### config.mk
export PLATFORM = sky130hd
export DESIGN_NAME = scpw_top
export DESIGN_NICKNAME = d
export VERILOG_FILES = /design/src/scpw_pkg.sv /design/src/scpw_sync2.sv /design/src/scpw_prescale.sv /design/src/scpw_top.sv
export VERILOG_INCLUDE_DIRS = /design/src
export SDC_FILE = /design/constraint.sdc
export NUM_CORES = 1
export LEC_CHECK = 0
export BUFFER_PORTS_ARGS = -buffer_cell sky130_fd_sc_hd__clkbuf_2
export CAP_MARGIN = 10
export CORE_MARGIN = 2
export CORE_UTILIZATION = 40
export CTS_CLUSTER_DIAMETER = 200
export CTS_CLUSTER_SIZE = 12
export DETAILED_ROUTE_END_ITERATION = 16
export SLEW_MARGIN = 25
export SYNTH_ARGS = -nofsm -noshare
export SYNTH_HDL_FRONTEND = slang
export SYNTH_HIERARCHICAL = 1
export SYNTH_SLANG_ARGS = --single-unit
### constraint.sdc
create_clock -name core_clk_i -period 2.65 [get_ports core_clk_i]
set_input_delay 0.1325 -clock core_clk_i [delete_from_list [all_inputs] [get_ports core_clk_i]]
set_output_delay 0.1325 -clock core_clk_i [all_outputs]
set_load 0.02 [all_outputs]
### src/scpw_map.svh
`ifndef SCPW_MAP_SVH
`define SCPW_MAP_SVH

// Register word offsets on the plain register port
`define SCPW_OFS_MODE 3'h0
`define SCPW_OFS_TCON 3'h1
`define SCPW_OFS_PLIM 3'h2
`define SCPW_OFS_DUTY 3'h3
`define SCPW_OFS_PHASE 3'h4
`define SCPW_OFS_COUNT 3'h5
`define SCPW_OFS_DACT 3'h6
`define SCPW_OFS_PACT 3'h7

// Field positions in the mode control register
`define SCPW_MODE_B1 7
`define SCPW_MODE_B0 6
`define SCPW_MODE_B2 3

// Field positions in the period timer control register
`define SCPW_TCON_ON 2
`define SCPW_TCON_PS_HI 1
`define SCPW_TCON_PS_LO 0

// Reset values
`define SCPW_RST_BYTE 8'h00
`define SCPW_RST_ROLE 3'h0
`define SCPW_RST_PS 2'h0

// Sync role codes, ordered {b2, b1, b0}
`define SCPW_ROLE_CODE_ALONE 3'h0
`define SCPW_ROLE_CODE_MASTER 3'h1
`define SCPW_ROLE_CODE_SLAVE 3'h2

// Prescale select codes and terminal counts (ratio minus one)
`define SCPW_PS_SEL_DIV1 2'h0
`define SCPW_PS_SEL_DIV4 2'h1
`define SCPW_PS_LAST_DIV1 4'h0
`define SCPW_PS_LAST_DIV4 4'h3
`define SCPW_PS_LAST_DIV16 4'hf

`endif

### src/scpw_pkg.sv
package scpw_pkg;

    // Operating role of the sync clock pin
    typedef enum logic [1:0] {
        SCPW_ALONE = 2'h0,
        SCPW_MASTER = 2'h1,
        SCPW_SLAVE = 2'h3
    } scpw_role_t;

    // One register port request
    typedef struct packed {
        logic [2:0] addr;
        logic [7:0] wdata;
        logic wr;
        logic rd;
    } scpw_bus_req_t;

    // Period timer control fields
    typedef struct packed {
        logic on;
        logic [1:0] ps_sel;
    } scpw_tcon_t;

endpackage

### src/scpw_sync2.sv
`timescale 1ns/1ps
module scpw_sync2 import scpw_pkg::*; #(
    parameter int WIDTH = 2
) (
    input wire logic core_clk_i,
    input wire logic rst_i,
    input wire logic [WIDTH-1:0] async_i,
    output logic [WIDTH-1:0] sync_o
);

    logic [WIDTH-1:0] meta;

    // Two flops; only the second one is ever read
    always_ff @(posedge core_clk_i or posedge rst_i) begin
        if (rst_i) begin
            meta <= '0;
            sync_o <= '0;
        end else begin
            meta <= async_i;
            sync_o <= meta;
        end
    end

endmodule

### src/scpw_prescale.sv
`timescale 1ns/1ps
`include "scpw_map.svh"
module scpw_prescale import scpw_pkg::*; (
    input wire logic core_clk_i,
    input wire logic rst_i,
    input wire logic run_i,
    input wire logic [1:0] sel_i,
    output logic tick_o
);

    logic [3:0] cnt;
    logic [3:0] last;

    // Terminal count from the divide ratio select
    always_comb begin
        if (sel_i == `SCPW_PS_SEL_DIV1) begin
            last = `SCPW_PS_LAST_DIV1;
        end else if (sel_i == `SCPW_PS_SEL_DIV4) begin
            last = `SCPW_PS_LAST_DIV4;
        end else begin
            last = `SCPW_PS_LAST_DIV16;
        end
    end

    // Count held while stopped, so a resume continues mid-ratio
    always_ff @(posedge core_clk_i or posedge rst_i) begin
        if (rst_i) begin
            cnt <= 4'h0;
        end else if (run_i) begin
            if (cnt >= last) begin
                cnt <= 4'h0;
            end else begin
                cnt <= cnt + 4'h1;
            end
        end
    end

    // One-cycle enable at the end of each prescale group
    assign tick_o = run_i & (cnt >= last);

endmodule

### src/scpw_top.sv
// What this block does
// - Only the PWM function exists; no capture or compare logic.
// - Stand-alone: PWM is the system clock, duty never varied per cycle.
// - Gate drive only while clock low, bounding driver on-time.
// - Master: as stand-alone, plus system clock driven on sync pin.
// - Slave: sync pin clock ORed with own period-timer match.
// - Each ORed sync event loads active duty and active phase.
// - Slave restart delayed by phase buffer times oscillator and prescale.
// - Period is period limit plus one, times oscillator and prescale.
// - Counter at limit: next increment clears it and loads active duty.
// - High time is duty buffer times oscillator period and prescale.
// - Duty buffer writes take effect only after next limit match or, in slave role, next master sync edge.
// - Sleep stops the period timer and freezes the generator state; registers stay writable.
// - Sleep keeps the clock pin at its level when sleep began.
// - Wake resumes from the frozen state with no reinitialisation.
// - Unimplemented control register bits read back as zero.
`timescale 1ns/1ps
`include "scpw_map.svh"
module scpw_top import scpw_pkg::*; (
    input wire logic core_clk_i,
    input wire logic rst_i,
    input wire scpw_bus_req_t bus_req_i,
    output logic [7:0] rd_data_o,
    input wire logic sleep_i,
    input wire logic sync_clock_pin_i,
    output logic sync_clock_pin_o,
    output logic sync_clock_pin_oe_o,
    output logic clock_output_pin_o,
    input wire logic drive_request_i,
    output logic primary_gate_drive_o,
    output logic period_match_o
);

    // Software visible registers
    logic [2:0] role_sel;
    scpw_tcon_t tcon;
    logic [7:0] period_limit;
    logic [7:0] duty_buffer;
    logic [7:0] phase_buffer;

    // Live state of the generator
    logic [7:0] period_counter;
    logic [7:0] duty_active;
    logic [7:0] phase_active;
    logic [7:0] phase_left;
    logic phase_pending;
    logic sync_prev;
    logic clk_high;

    // Combinational helpers
    scpw_role_t role;
    logic [1:0] pin_sync;
    logic sync_in;
    logic drive_req;
    logic tick;
    logic at_limit;
    logic limit_event;
    logic master_edge;
    logic or_sync;
    logic restart;
    logic next_clk_high;
    logic [7:0] mode_rd;
    logic [7:0] tcon_rd;

    // Sync pin and drive request come from outside the clock domain
    scpw_sync2 #(
        .WIDTH(2)
    ) u_pin_sync (
        .core_clk_i(core_clk_i),
        .rst_i(rst_i),
        .async_i({sync_clock_pin_i, drive_request_i}),
        .sync_o(pin_sync)
    );

    assign sync_in = pin_sync[1];
    assign drive_req = pin_sync[0];

    // Prescaler stops with the timer-on bit and in sleep
    scpw_prescale u_prescale (
        .core_clk_i(core_clk_i),
        .rst_i(rst_i),
        .run_i(tcon.on & ~sleep_i),
        .sel_i(tcon.ps_sel),
        .tick_o(tick)
    );

    // Role decode; unused codes fall back to stand-alone for safety
    always_comb begin
        unique case (role_sel)
            `SCPW_ROLE_CODE_MASTER: role = SCPW_MASTER;
            `SCPW_ROLE_CODE_SLAVE: role = SCPW_SLAVE;
            default: role = SCPW_ALONE;
        endcase
    end

    // Software register writes; only the buffers, never active copies
    always_ff @(posedge core_clk_i or posedge rst_i) begin
        if (rst_i) begin
            role_sel <= `SCPW_RST_ROLE;
            tcon.on <= 1'b0;
            tcon.ps_sel <= `SCPW_RST_PS;
            period_limit <= `SCPW_RST_BYTE;
            duty_buffer <= `SCPW_RST_BYTE;
            phase_buffer <= `SCPW_RST_BYTE;
        end else if (bus_req_i.wr) begin
            unique case (bus_req_i.addr)
                `SCPW_OFS_MODE: begin
                    role_sel <= {bus_req_i.wdata[`SCPW_MODE_B2],
                                 bus_req_i.wdata[`SCPW_MODE_B1],
                                 bus_req_i.wdata[`SCPW_MODE_B0]};
                end
                `SCPW_OFS_TCON: begin
                    tcon.on <= bus_req_i.wdata[`SCPW_TCON_ON];
                    tcon.ps_sel <= bus_req_i.wdata[`SCPW_TCON_PS_HI:
                                                   `SCPW_TCON_PS_LO];
                end
                `SCPW_OFS_PLIM: begin
                    period_limit <= bus_req_i.wdata;
                end
                `SCPW_OFS_DUTY: begin
                    duty_buffer <= bus_req_i.wdata;
                end
                `SCPW_OFS_PHASE: begin
                    phase_buffer <= bus_req_i.wdata;
                end
                default: begin
                end
            endcase
        end
    end

    // Read images with unimplemented bits forced low
    always_comb begin
        mode_rd = 8'h00;
        mode_rd[`SCPW_MODE_B1] = role_sel[1];
        mode_rd[`SCPW_MODE_B0] = role_sel[0];
        mode_rd[`SCPW_MODE_B2] = role_sel[2];
        tcon_rd = 8'h00;
        tcon_rd[`SCPW_TCON_ON] = tcon.on;
        tcon_rd[`SCPW_TCON_PS_HI:`SCPW_TCON_PS_LO] = tcon.ps_sel;
    end

    // Read data stands one cycle after the strobe, zero otherwise
    always_ff @(posedge core_clk_i or posedge rst_i) begin
        if (rst_i) begin
            rd_data_o <= 8'h00;
        end else if (bus_req_i.rd) begin
            unique case (bus_req_i.addr)
                `SCPW_OFS_MODE: rd_data_o <= mode_rd;
                `SCPW_OFS_TCON: rd_data_o <= tcon_rd;
                `SCPW_OFS_PLIM: rd_data_o <= period_limit;
                `SCPW_OFS_DUTY: rd_data_o <= duty_buffer;
                `SCPW_OFS_PHASE: rd_data_o <= phase_buffer;
                `SCPW_OFS_COUNT: rd_data_o <= period_counter;
                `SCPW_OFS_DACT: rd_data_o <= duty_active;
                `SCPW_OFS_PACT: rd_data_o <= phase_active;
            endcase
        end else begin
            rd_data_o <= 8'h00;
        end
    end

    // Period match and slave sync events
    assign at_limit = (period_counter == period_limit);
    assign limit_event = tick & at_limit;
    assign master_edge = (role == SCPW_SLAVE) & ~sleep_i
                         & sync_in & ~sync_prev;
    // Master clock ORed with own timer match, slave only
    assign or_sync = master_edge | limit_event;

    // Slave restarts its period once the phase delay has run out
    assign restart = (master_edge && phase_buffer == 8'h00)
                     || (phase_pending && tick
                         && phase_left == 8'h01);

    // Edge history of the synced pin, frozen in sleep
    always_ff @(posedge core_clk_i or posedge rst_i) begin
        if (rst_i) begin
            sync_prev <= 1'b0;
        end else if (!sleep_i) begin
            sync_prev <= sync_in;
        end
    end

    // Period counter: wraps one increment after matching the limit
    always_ff @(posedge core_clk_i or posedge rst_i) begin
        if (rst_i) begin
            period_counter <= 8'h00;
        end else if (sleep_i) begin
            period_counter <= period_counter;
        end else if (restart) begin
            period_counter <= 8'h00;
        end else if (tick) begin
            if (at_limit) begin
                period_counter <= 8'h00;
            end else begin
                period_counter <= period_counter + 8'h01;
            end
        end
    end

    // Active duty changes only at a period boundary or sync event
    always_ff @(posedge core_clk_i or posedge rst_i) begin
        if (rst_i) begin
            duty_active <= `SCPW_RST_BYTE;
        end else if (!sleep_i && or_sync) begin
            duty_active <= duty_buffer;
        end
    end

    // Active phase copied on every ORed sync event in slave role
    always_ff @(posedge core_clk_i or posedge rst_i) begin
        if (rst_i) begin
            phase_active <= `SCPW_RST_BYTE;
        end else if (!sleep_i && role == SCPW_SLAVE && or_sync) begin
            phase_active <= phase_buffer;
        end
    end

    // Phase delay counter in prescaled ticks after a master edge
    always_ff @(posedge core_clk_i or posedge rst_i) begin
        if (rst_i) begin
            phase_pending <= 1'b0;
            phase_left <= 8'h00;
        end else if (sleep_i) begin
            phase_pending <= phase_pending;
        end else if (master_edge) begin
            phase_pending <= (phase_buffer != 8'h00);
            phase_left <= phase_buffer;
        end else if (role != SCPW_SLAVE) begin
            phase_pending <= 1'b0;
        end else if (phase_pending && tick) begin
            phase_left <= phase_left - 8'h01;
            if (phase_left == 8'h01) begin
                phase_pending <= 1'b0;
            end
        end
    end

    // Clock is high while the count is below the active duty
    assign next_clk_high = (period_counter < duty_active);

    // Clock pin and gate drive hold their level through sleep
    always_ff @(posedge core_clk_i or posedge rst_i) begin
        if (rst_i) begin
            clk_high <= 1'b0;
            primary_gate_drive_o <= 1'b0;
        end else if (!sleep_i) begin
            clk_high <= next_clk_high;
            // Driver may only turn on in the low part of the clock
            primary_gate_drive_o <= drive_req & ~next_clk_high;
        end else begin
            clk_high <= clk_high;
            primary_gate_drive_o <= primary_gate_drive_o;
        end
    end

    // Period match flag for other logic, one cycle per wrap
    always_ff @(posedge core_clk_i or posedge rst_i) begin
        if (rst_i) begin
            period_match_o <= 1'b0;
        end else begin
            period_match_o <= limit_event & ~sleep_i;
        end
    end

    // Only the master drives the shared sync pin
    assign clock_output_pin_o = clk_high;
    assign sync_clock_pin_o = clk_high;
    assign sync_clock_pin_oe_o = (role == SCPW_MASTER);

endmodule

# Yosys cells after proc, flatten, opt, wreduce, memory -nomap -nowiden
# Cells that the tools add are included.
classes:
  muxes: 16
  n_eq_ne: 16
  addsub: 3
  order_cmp: 2
  bitwise_logic: 12
  reduce_logical: 24
ops:
  columns: ["cell", "count"]
  rows:
  - ["one-hot mux 8 bit (8 select lines)", 1]
  - ["2-to-1 mux 8 bit", 7]
  - ["== test 3 bit (second input constant)", 4]
  - ["2-to-1 mux 4 bit", 3]
  - ["AND reduction 2 bit", 6]
  - ["== test 3 x 2 -> 1 bit (second input constant)", 3]
  - ["adder 8 x 1 -> 8 bit (second input constant)", 1]
  - ["AND 1 bit", 8]
  - ["== test 8 x 1 -> 1 bit (second input constant)", 1]
  - ["== test 8 bit", 1]
  - ["zero test 8 bit", 1]
  - ["less-than comparator 8 bit", 1]
  - ["nonzero test 8 bit", 1]
  - ["subtractor 8 x 1 -> 8 bit (second input constant)", 1]
  - ["== test 3 x 1 -> 1 bit (second input constant)", 2]
  - ["logical AND 1 bit", 6]
  - ["AND reduction 3 bit", 2]
  - ["nonzero test 3 bit", 2]
  - ["adder 4 x 1 -> 4 bit (second input constant)", 1]
  - ["== test 2 x 1 -> 1 bit (second input constant)", 2]
  - ["greater-or-equal comparator 4 bit", 1]
  - ["2-to-1 mux 1 bit", 4]
  - ["inequality test 2 bit (second input constant)", 2]
  - ["one-hot mux 2 bit (2 select lines)", 1]
  - ["other kinds (8)", 11]
totals:
  regBits: 83

# Logic depth before layout (Yosys ltp)
# Gate-level depths: netlist (run 1).
depth:
  depth_word: 10
  ltp_mapped: 11
  ltp_nobuf: 11

# Cells and area by module
# The synthesis (run 1) kept the hierarchy.
by_module_without_submodules:
  columns: ["module", "instances", "seq_area_each_um2", "cells_each", "area_per_inst_um2"]
  rows:
  - ["scpw_top", 1, 1876.8, 356, 3928.8]
  - ["scpw_prescale", 1, 100.1, 34, 319.1]
  - ["scpw_sync2", 1, 100.1, 5, 103.8]

# Worst setup path before layout (run 1)
# No wires, ideal clock.
synth_path:
  path_type: "register -> register"
  startpoint: "register tcon[0] in the netlist's numbering"
  endpoint: "register period_counter[0]"
  setup_slack_ps: 120
  path_stages_with_launch: 11
  t_arrival_ps: 2405
  path_buffers: 0
  t_required_ps: 2525
  setup_time_ps: 125
  cell_sequence: "dfrtp_1 -> or2_2 -> ha_1 -> nor3b_2 -> o21ai_2 -> and2_1 -> nand2_1 -> nor4_1 -> a211oi_2 -> nor2b_4 -> mux2_2"
synth_between:
  elab_chain_cells: 10
  word_cells_on_any_way: 12
  classes_between: "order compare (1); eq/ne (1); mux (3); bitwise (1); reduce/logical (6)"
synth_lines:
  columns: ["item", "line_no", "source"]
  rows:
  - ["start, declared", "scpw_top.sv:36", "scpw_tcon_t tcon;"]
  - ["== test 2 x 1 -> 1 bit (no source line)", null, null]
  - ["2-to-1 mux 4 bit", "scpw_prescale.sv:18", "end else if (sel_i == `SCPW_PS_SEL_DIV4) begin"]
  - ["2-to-1 mux 4 bit *", "scpw_prescale.sv:16", "if (sel_i == `SCPW_PS_SEL_DIV1) begin"]
  - ["greater-or-equal comparator 4 bit *", "scpw_prescale.sv:39", "assign tick_o = run_i & (cnt >= last);"]
  - ["AND 1 bit *", "scpw_prescale.sv:39", null]
  - ["named net tick", "scpw_top.sv:55", "logic tick;"]
  - ["logical AND 1 bit", "scpw_top.sv:173", "|| (phase_pending && tick"]
  - ["logical AND 1 bit", "scpw_top.sv:174", "&& phase_left == 8'h01);"]
  - ["logical OR 1 bit", "scpw_top.sv:173", null]
  - ["nonzero test 2 bit (no source line)", null, null]
  - ["AND reduction 2 bit (no source line)", null, null]
  - ["end signal, assigned", "scpw_top.sv:190", "period_counter <= period_counter;"]
  - ["end signal, assigned", "scpw_top.sv:197", "period_counter <= period_counter + 8'h01;"]
  - ["end, declared", "scpw_top.sv:42", "logic [7:0] period_counter;"]
# The timed path passes the listed nets; every way through them passes the cells marked *.
# A chain may end at the register's enable or synchronous reset.

# Worst setup path in the final report (run 1)
layout_path:
  startpoint: "register tcon[0] in the netlist's numbering"
  endpoint: "register duty_active[6]"
layout_between:
  elab_chain_cells: 8
  word_cells_on_any_way: 9
  classes_between: "order compare (1); eq/ne (1); mux (2); bitwise (3); reduce/logical (2)"
layout_lines:
  columns: ["item", "line_no", "source"]
  rows:
  - ["== test 2 x 1 -> 1 bit (no source line)", null, null]
  - ["2-to-1 mux 4 bit", "scpw_prescale.sv:18", null]
  - ["2-to-1 mux 4 bit *", "scpw_prescale.sv:16", null]
  - ["greater-or-equal comparator 4 bit *", "scpw_prescale.sv:39", null]
  - ["AND 1 bit *", "scpw_prescale.sv:39", null]
  - ["named net tick", "scpw_top.sv:55", null]
  - ["AND 1 bit *", "scpw_top.sv:165", "assign limit_event = tick & at_limit;"]
  - ["bitwise OR 1 bit *", "scpw_top.sv:169", "assign or_sync = master_edge | limit_event;"]
  - ["logical AND 1 bit *", "scpw_top.sv:206", "end else if (!sleep_i && or_sync) begin"]
  - ["end signal, assigned", "scpw_top.sv:205", "duty_active <= `SCPW_RST_BYTE;"]
  - ["end signal, assigned", "scpw_top.sv:207", "duty_active <= duty_buffer;"]
  - ["end, declared", "scpw_top.sv:43", "logic [7:0] duty_active;"]
# Marked as above.

==> results of run 1 <==
## per-stage QoR
stage	std cells	hold slack, ns
final	583	0.0200
after global routing	583	0.0402
after CTS	581	0.00854
after detailed placement	563	0.0461
after global placement	563	0.0376
after floorplan	395	-0.101
## power groups by stage
stage,clock [mW],combinational [mW],sequential (mW)
2_1_floorplan,0,0.913,1.87
3_3_place_gp,0,1.17,1.95
3_5_place_dp,0,1.21,1.97
4_1_cts,1.03,1.22,1.95
5_1_grt,1.09,1.38,2.00
6_report,1.01,1.23,1.95
## critical path, cell delays in order (launching register included)
cell and delay [ns]:
dfrtp_1 0.40, or2_2 0.31, inv_1 0.06, ha_2 0.18, o211ai_2 0.11, o21ai_2 0.16
and2_4 0.17, buf_4 0.10, nand3_1 0.14, a21oi_4 0.41, mux2_1 0.36
## cell type report
type / count / area, µm²
clock buffer: 10 / 138
clock inverter: 5 / 77.6
fill: 1011 / 5760
inverter: 23 / 86.3
multi-input combinational: 273 / 2110
sequential: 83 / 2080
tap: 140 / 175
timing repair buffer: 49 / 313
## path summary, 6_finish.rpt
kind	slack [ns]	start	cells past startpoint	to
hold reg to reg	0.36	u_pin_sync/meta[1]	0	u_pin_sync/sync_o[1]
hold / removal	0.02	bus_req_i[0]	3	rd_data_o[3]
min in group asynchronous	0.21	rst_i	3	u_pin_sync/meta[1]
setup / recovery	0.12	tcon[0]	10	duty_active[6]
max in group asynchronous	1.50	rst_i	4	phase_buffer[6]
setup reg to reg	0.12	tcon[0]	10	duty_active[6]
## cell families after synthesis
| logic type | share of synthesized area |
|---|---|
| DFF | 0.477 |
| AOI/OAI and AO/OA | 0.139 |
| and+or+nand+nor | 0.131 |
| adders and majority gates | 0.0431 |
| buffers and inverters | 0.0405 |
| xor gates and xnor gates | 0.0161 |
| muxes | 0.154 |
## what timing repair did
action | CTS | global route
resized for setup | 1 | 4
pin swaps | 0 | 2
setup buffers | 0 | 2
hold buffers | 3 | 0
cloned | 0 | 0
hold endpoints to repair | 45 | 0
setup endpoints to repair | 1 | 7
## registers in the layout (all words and copies together), names as in the netlist
signal,cells
clock_output_pin_o,1
duty_active,8
duty_buffer,8
period_counter,8
period_limit,8
period_match_o,1
phase_active,8
phase_buffer,8
phase_left,8
phase_pending,1
primary_gate_drive_o,1
rd_data_o,8
role_sel,3
sync_prev,1
tcon,3
u_pin_sync/meta,2
u_pin_sync/sync_o,2
u_prescale/cnt,4
## placed cells by master, fill, tap and decap left out, types with 4 or more instances in the layout
cell      instances
dfrtp_1          83
mux2_2           40
clkbuf_2         30
nand2_1          29
nor2_1           23
o21ai_0          21
inv_1            21
buf_4            15
a21oi_1          14
ha_1             14
a21o_1           12
nand3_1          10
clkbuf_8         10
a22o_1            9
xor2_1            8
mux2_1            8
nand2b_1          6
nor2b_1           6
mux2i_1           6
a22oi_1           5
nor3b_1           5
nor4_1            4
o22ai_1           4
a222oi_1          4
## per-layer routing
metal  wire [µm]  track usage
met1        4670        0.254
met2        4950        0.294
met3         397       0.0253
met4         161       0.0824
met5           0            0
==> flow_summary.yaml, run 1 <==
clocking:
  clk_pin_slew_ns: 0.08
  clkSinkCount: 83
  cts_buffers: 9
  cts_root_buffer: "clkbuf_8"
  htreeDepth: 3
  clock_insertion_delay_worst_skew_ns: 0.37
  cts.path.max_buffers: 2
  cts_tree: "yes"
die:
  die-area_mm2: 0.0117
  die_w_um: 108
  core_area_mm2: 0.0107
  boundaryPins: 31
  placementRows: 38
  initial_core_util: 0.405
  die_h_um: 108
setup_path:
  cp.arrival_ns: 2.77
  worstSetupStartpointType: "flip-flop"
  worstSetupEndpointType: "flip-flop"
  cp.required_ns: 2.89
  critPathKind: "flip-flop to flip-flop"
  critPathMaxFanout: 8
detailed_routing:
  vias: 3118
  drtIter0Drc: 189
  drcViolationCount: 0
  dr.pass1.iters: 4
  via_per_inst: 5.35
  ant_nets: 0
  postRouteWirelength_um: 10200
  wl_per_cell_um: 17.5
hold_path:
  hold_class: "input port to flip-flop"
pwr:
  seqPwrFrac: 0.466
  clkPwrFrac: 0.240
  p_leak_nw: 2.28
  p_sw_mw: 1.42
  total_power_mw: 4.19
  power.internal_mw: 2.76
  switching_share: 0.340
  p_comb_frac: 0.294
  irDropWorstVdd_uv: 289
  p_per_area_mw_per_mm2: 841
sta:
  min_period_over_period: 0.954
  hold_viol_final: 0
  skew_ns: 0.00790
  finalMaxSlewViolations: 0
  fin_setup_tns_ns: 0
  timing.fmax_mhz: 395
  post-route-worst-setup-slack_ns: 0.121
  worst_slew_pin_slew_ns: 0.771
  rsz0062_at_grt: "false"
  min_period_ns: 2.53
  setup_viol: 0
  slew-limit-headroom: 0.485
placement:
  gp_congestion: 0.876
  pre_cts_slack_ns: 0.0327
  io_buffer_count: 30
  place_hpwl_um: 7610
  dpl_cell_area_mm2: 0.00470
yosys:
  ys_dominant_reg_cell: "dfrtp_1"
  ys_seq_elements: 83
  ys_seq_area_frac: 0.477
  synthCells: 395
  synthDistinctLibCells: 56
  synth_edf_count: 0
  syn-num-nets: 428
  synth.most_common_cell: "dfrtp_1"
  synthTopCellsByArea: "dfrtp_1 (48%), mux2_2 (10%), ha_1 (4.3%)"
  synth.top_cell.area_share: 0.477
  yosys_warnings: 6
  synthArstFlopShare: 1.00
  synth_top_area_cell: "dfrtp_1"
  avgSynthCellArea_um2: 11.0
  synthTopCellsByCount: "dfrtp_1 (83), mux2_2 (40), nand2_1 (30)"
  synthesis.area_mm2: 0.00435
global_route:
  grt_usage: 0.186
  grt_antenna_before_repair: 0
  grt_max_degree: 41
  grt_overflow: 0
  grt_pass1_vias: 3053
  grt_pass1_wl_um: 16400
run:
  max_cap_violations: 0
finish:
  diodes: 0
  final_cell_area_mm2: 0.00498
  final_core_utilization: 0.464
  nNetsFinal: 472
  area_delta_synth_final_pct: 14.5
  drive_gt1_frac: 0.287
status:
  status: "finished, final reports clean"
No activity file was read; power rests on OpenSTA's default activity.
==> run 2, diff against run 1 <==
--- a/config.mk
+++ b/config.mk
@@ -13,6 +13,7 @@
 export CTS_CLUSTER_DIAMETER = 200
 export CTS_CLUSTER_SIZE = 12
 export DETAILED_ROUTE_END_ITERATION = 16
+export RECOVER_POWER = 100
 export SLEW_MARGIN = 25
 export SYNTH_ARGS = -nofsm -noshare
 export SYNTH_HDL_FRONTEND = slang
==> run 2 against run 1 <==
  * Cell count is the same
  * Clock-buffer cell count is the same
  * Flip-flop and latch count is the same
  * Combinational power is essentially flat
  * Highest routed layer unchanged
  * Critical path depth is the same
  * Worst setup slack is essentially flat
  * Non-clock buffer count is the same
  * Clock power is essentially flat
  * Routed wire length is essentially flat
  * Fmax is essentially flat
==> flow_summary.yaml, run 2 (synthesis results as in run 1) <==
pwr:
  total_power_mw: 4.17
  p_sw_mw: 1.41
  switching_share: 0.340
  seqPwrFrac: 0.467
  p_comb_frac: 0.291
  p_per_area_mw_per_mm2: 844
  clkPwrFrac: 0.241
  power.internal_mw: 2.75
  irDropWorstVdd_uv: 289
  p_leak_nw: 2.21
global_route:
  grt_overflow: 0
  grt_pass1_wl_um: 16400
  grt_max_degree: 41
  grt_pass1_vias: 3053
  grt_usage: 0.186
  grt_antenna_before_repair: 0
setup_path:
  path_cells: "or2_2 > inv_1 > ha_2 > o211ai_2 > o21ai_2 > and2_4 > buf_4 > nand3_1 > a21oi_4 > mux2_1"
  cp.required_ns: 2.89
  critPathMaxFanout: 8
  path_depth: 10
  cpPeakStageDelay_ns: 0.41
  critPathKind: "flip-flop to flip-flop"
  critical-path-slowest-cell: "a21oi_4"
  worstSetupEndpointType: "flip-flop"
  crit_buf_inv: 2
  cp.arrival_ns: 2.77
  r2r_cells: 10
  worstSetupStartpointType: "flip-flop"
  cp_top_family: "compound AO/OA/AOI/OAI gates"
clocking:
  cts_buffers: 9
  clock_insertion_delay_worst_skew_ns: 0.36
  cts_root_buffer: "clkbuf_8"
  htreeDepth: 3
  cts_tree: "yes"
  clkSinkCount: 83
  cts.path.max_buffers: 2
  clk_pin_slew_ns: 0.08
finish:
  layout_common_cells: "dfrtp_1 (83), mux2_2 (40), nand2_1 (29)"
  final_core_utilization: 0.459
  diodes: 0
  area_delta_synth_final_pct: 13.4
  multi_input_area_mm2: 0.00211
  regArea_mm2: 0.00208
  final_cell_area_mm2: 0.00493
  fillers: 1022
  nNetsFinal: 472
  mostFrequentLayoutCell: "dfrtp_1"
  drive_gt1_frac: 0.242
  stdcell_count: 583
sta:
  hold_viol_final: 0
  post-route-worst-setup-slack_ns: 0.121
  skew_ns: 0.00832
  setup_viol: 0
  worst_slew_pin_slew_ns: 1.35
  timing.fmax_mhz: 395
  finalMaxSlewViolations: 0
  holdWs_ns: 0.0239
  rsz0062_at_grt: "false"
  min_period_over_period: 0.954
  min_period_ns: 2.53
  fin_setup_tns_ns: 0
  slew-limit-headroom: 0.0957
placement:
  pre_cts_slack_ns: 0.0327
  io_buffer_count: 30
  dp.cells: 563
  place_hpwl_um: 7610
  dpl_cell_area_mm2: 0.00470
  gp_congestion: 0.876
detailed_routing:
  drcViolationCount: 0
  vias: 3148
  drtIter0Drc: 203
  postRouteWirelength_um: 10200
  dr.pass1.iters: 5
  via_per_inst: 5.40
  ant_nets: 0
  wl_per_cell_um: 17.5
run:
  max_cap_violations: 0
die:
  placementRows: 38
  die-area_mm2: 0.0117
  initial_core_util: 0.405
  die_w_um: 108
  boundaryPins: 31
  core_area_mm2: 0.0107
  die_h_um: 108
status:
  status: "finished, final reports clean"
hold_path:
  whs_path_depth: 3
  hold_class: "input port to flip-flop"
run 2: worst min-delay path, delay by kind of cell:
kind            cells  cell delay [ns]
compound gates      1             0.07
buf+inv             1             0.11
simple gates        1             0.05
run 2: area by class of cell:
class | count | share of cell area
Clock inverter | 5 | 0.0157
Timing Repair Buffer | 49 | 0.0548
Clock buffer | 10 | 0.0279
Multi-Input combinational cell | 273 | 0.428
Tap cell | 140 | 0.0355
Sequential cell | 83 | 0.421
Inverter | 23 | 0.0175
run 2: power by group through the flow:
stage          Sequential [mW]  Combinational [mW]  Clock, mW
3_3_place_gp              1.95                1.17          0
5_1_grt                   2.00                1.37       1.09
4_1_cts                   1.95                1.22       1.03
2_1_floorplan             1.87               0.913          0
3_5_place_dp              1.97                1.21          0
6_report                  1.95                1.21       1.01
run 2: worst paths after layout:
| kind | start | to | slack (ns) |
|---|---|---|---|
| max in group asynchronous | rst_i | phase_buffer[4] | 0.60 |
| max reg2reg | tcon[0] | duty_active[6] | 0.12 |
| min in group asynchronous | rst_i | u_pin_sync/meta[1] | 0.21 |
| min reg2reg | u_pin_sync/meta[1] | u_pin_sync/sync_o[1] | 0.36 |
| min | bus_req_i[0] | rd_data_o[3] | 0.02 |
| max | tcon[0] | duty_active[6] | 0.12 |
run 2: what timing repair did:
action                     4_1_cts  5_1_grt
hold endpoints to repair        45        0
pin swaps                        0        2
setup endpoints to repair        1        7
setup buffers                    0        2
resized for setup                1        4
hold buffers                     3        0
run 2: per-layer routing:
layer  GRT usage  share of wire
met3      0.0253          0.031
met4      0.0824          0.017
met1       0.254           0.46
met2       0.294           0.49
met5           0              0
==> run 3, diff against run 2 <==
==> constraint.sdc (replaced) <==
create_clock -name core_clk_i -period 2.3 [get_ports core_clk_i]
set_input_delay 0.46 -clock core_clk_i [delete_from_list [all_inputs] [get_ports core_clk_i]]
set_output_delay 0.46 -clock core_clk_i [all_outputs]
set_load 0.02 [all_outputs]
==> run 3 against run 2 <==
  * Critical path type unchanged
  * Clock power fell by 13%
  * Clock-buffer cell count did not move
  * Sequential share of layout area decreased by 1.7 points
  * The run now ends with setup timing left
  * Worst setup slack worse by 0.19 ns
  * Non-clock buffer count rose by 24
==> flow_summary.yaml, run 3 (synthesis results as in run 1) <==
placement:
  io_buffer_count: 30
  pre_cts_slack_ns: -0.0233
  gp_congestion: 0.867
  place_hpwl_um: 8100
hold_path:
  hold_class: "input port to flip-flop"
  hold_end: "u_pin_sync/meta[0]"
  hold_start: "drive_request_i"
  whs_path_depth: 1
setup_path:
  worstSetupStartpointType: "flip-flop"
  r2r_slack_ns: -0.06
  cp.required_ns: 2.55
  worstSetupEndpointType: "flip-flop"
  cp.arrival_ns: 2.61
  r2r_end: "period_counter[6]"
  r2r-start: "tcon[1]"
  critPathKind: "flip-flop to flip-flop"
  r2r_cells: 12
  critPathMaxFanout: 7
status:
  status: "finished, violations left"
  violations: "setup timing"
die:
  placementRows: 38
  die-area_mm2: 0.0117
  boundaryPins: 31
  core_area_mm2: 0.0107
  initial_core_util: 0.405
  die_h_um: 108
  die_w_um: 108
finish:
  diodes: 0
  mostFrequentLayoutCell: "dfrtp_1"
  drive_gt1_frac: 0.296
  area_delta_synth_final_pct: 18.2
  layout_common_cells: "dfrtp_1 (83), mux2_2 (39), buf_4 (35)"
  nNetsFinal: 496
sta:
  rsz0062_at_grt: "true"
  skew_ns: 0.00955
  post-route-worst-setup-slack_ns: -0.0641
  finalMaxSlewViolations: 0
  timing.fmax_mhz: 423
  hold_viol_final: 0
  min_period_over_period: 1.03
  min_period_ns: 2.36
  slew-limit-headroom: 0.459
  fin_setup_tns_ns: -0.184
  setup_viol: 6
  worst_slew_pin_slew_ns: 0.811
pwr:
  clkPwrFrac: 0.185
  irDropWorstVdd_uv: 425
  p_leak_nw: 2.33
  power.internal_mw: 3.07
  seqPwrFrac: 0.459
  p_comb_frac: 0.357
  switching_share: 0.355
  p_per_area_mw_per_mm2: 925
  p_sw_mw: 1.69
global_route:
  grt_pass1_wl_um: 16800
  grt_antenna_before_repair: 0
  grt_overflow: 0
  grt_usage: 0.192
  grt_max_degree: 33
  grt_pass1_vias: 3128
detailed_routing:
  via_per_inst: 5.39
  postRouteWirelength_um: 10500
  vias: 3268
  drtIter0Drc: 194
  ant_nets: 0
  wl_per_cell_um: 17.4
  dr.pass1.iters: 4
  drcViolationCount: 0
clocking:
  clk_pin_slew_ns: 0.08
  clock_insertion_delay_worst_skew_ns: 0.36
  cts_tree: "yes"
  cts.path.max_buffers: 2
  htreeDepth: 3
  clkSinkCount: 83
  cts_root_buffer: "clkbuf_8"
  cts_buffers: 9
run:
  max_cap_violations: 0
## run 3: changes by cell type in the layout (fill, tap and decap cells not counted), moves of 2 or more
| cell | change |
|---|---|
| inv_1 | -2 |
| clkinv_2 | +2 |
| buf_4 | +23 |
| bufinv_16 | -2 |
| clkbuf_2 | +3 |
| buf_12 | +2 |
| dlygate4sd3_1 | -2 |
| mux2_1 | -2 |
| ha_4 | +2 |
| mux2_4 | +3 |
## run 3: final cells by class
type,instances,area [µm²]
fillers,1017,5600
flip-flops and latches,83,2080
inverters,23,87.6
repair buffers,73,467
multi-input cells,273,2190
clock buffers,10,128
well taps,140,175
clock inverters,4,20.0
## run 3: power groups by stage
stage          combinational [mW]  sequential [mW]  clock, mW
2_1_floorplan                1.10             2.17          0
3_3_place_gp                 1.61             2.20          0
3_5_place_dp                 1.64             2.21          0
4_1_cts                      1.66             2.18      0.906
5_1_grt                      1.89             2.23      0.974
6_report                     1.70             2.18      0.879
## run 3: critical path, cell delays in order, from the launching register on
cell and delay, ns:
dfrtp_1 0.40, or2_4 0.27, inv_2 0.07, ha_4 0.14
o211ai_4 0.08, o21ai_2 0.15, and2_4 0.20, nand2_4 0.07
nor4_4 0.23, a211oi_2 0.10, buf_4 0.17, a21o_1 0.15
a22o_1 0.22
## run 3: metal layers
layer,wire length [µm],global-route usage,vias up
li1,-,-,1557
met5,0,0,-
met1,4850,0.267,1612
met3,495,0.0253,16
met4,296,0.0943,0
met2,4880,0.296,83
## run 3: how the worst max path moves through the flow
stage	depth (start not counted)	from	endpoint	slack (ns)
after global routing	12	tcon[1]	period_counter[6]	-0.17
after floorplan	11	tcon[1]	period_counter[0]	-0.03
after global placement	7	sleep_i	period_counter[7]	0.02
after CTS	12	tcon[1]	period_counter[7]	-0.04
after detailed placement	9	tcon[1]	duty_active[4]	-0.02
final	12	tcon[1]	period_counter[6]	-0.06
## run 3: metrics by stage
step	utilization	instance area (µm²)	cells	hold WS (ns)	power (mW)
finish	0.479	5140	606	0.204	4.76
global route	0.479	5140	606	0.195	5.09
CTS	0.477	5130	603	0.189	4.75
detailed placement	0.462	4960	587	0.346	3.85
global placement	0.462	4960	587	0.340	3.81
floorplan	-	4420	395	0.226	3.27
## run 3: what timing repair did
item                                    4_1_cts  5_1_grt
gates resized for setup                       0        5
buffers inserted                              1        3
hold endpoints to repair                      8        0
pin swaps                                     1        4
hold buffers                                  1        0
endpoints found under the setup margin       12       24
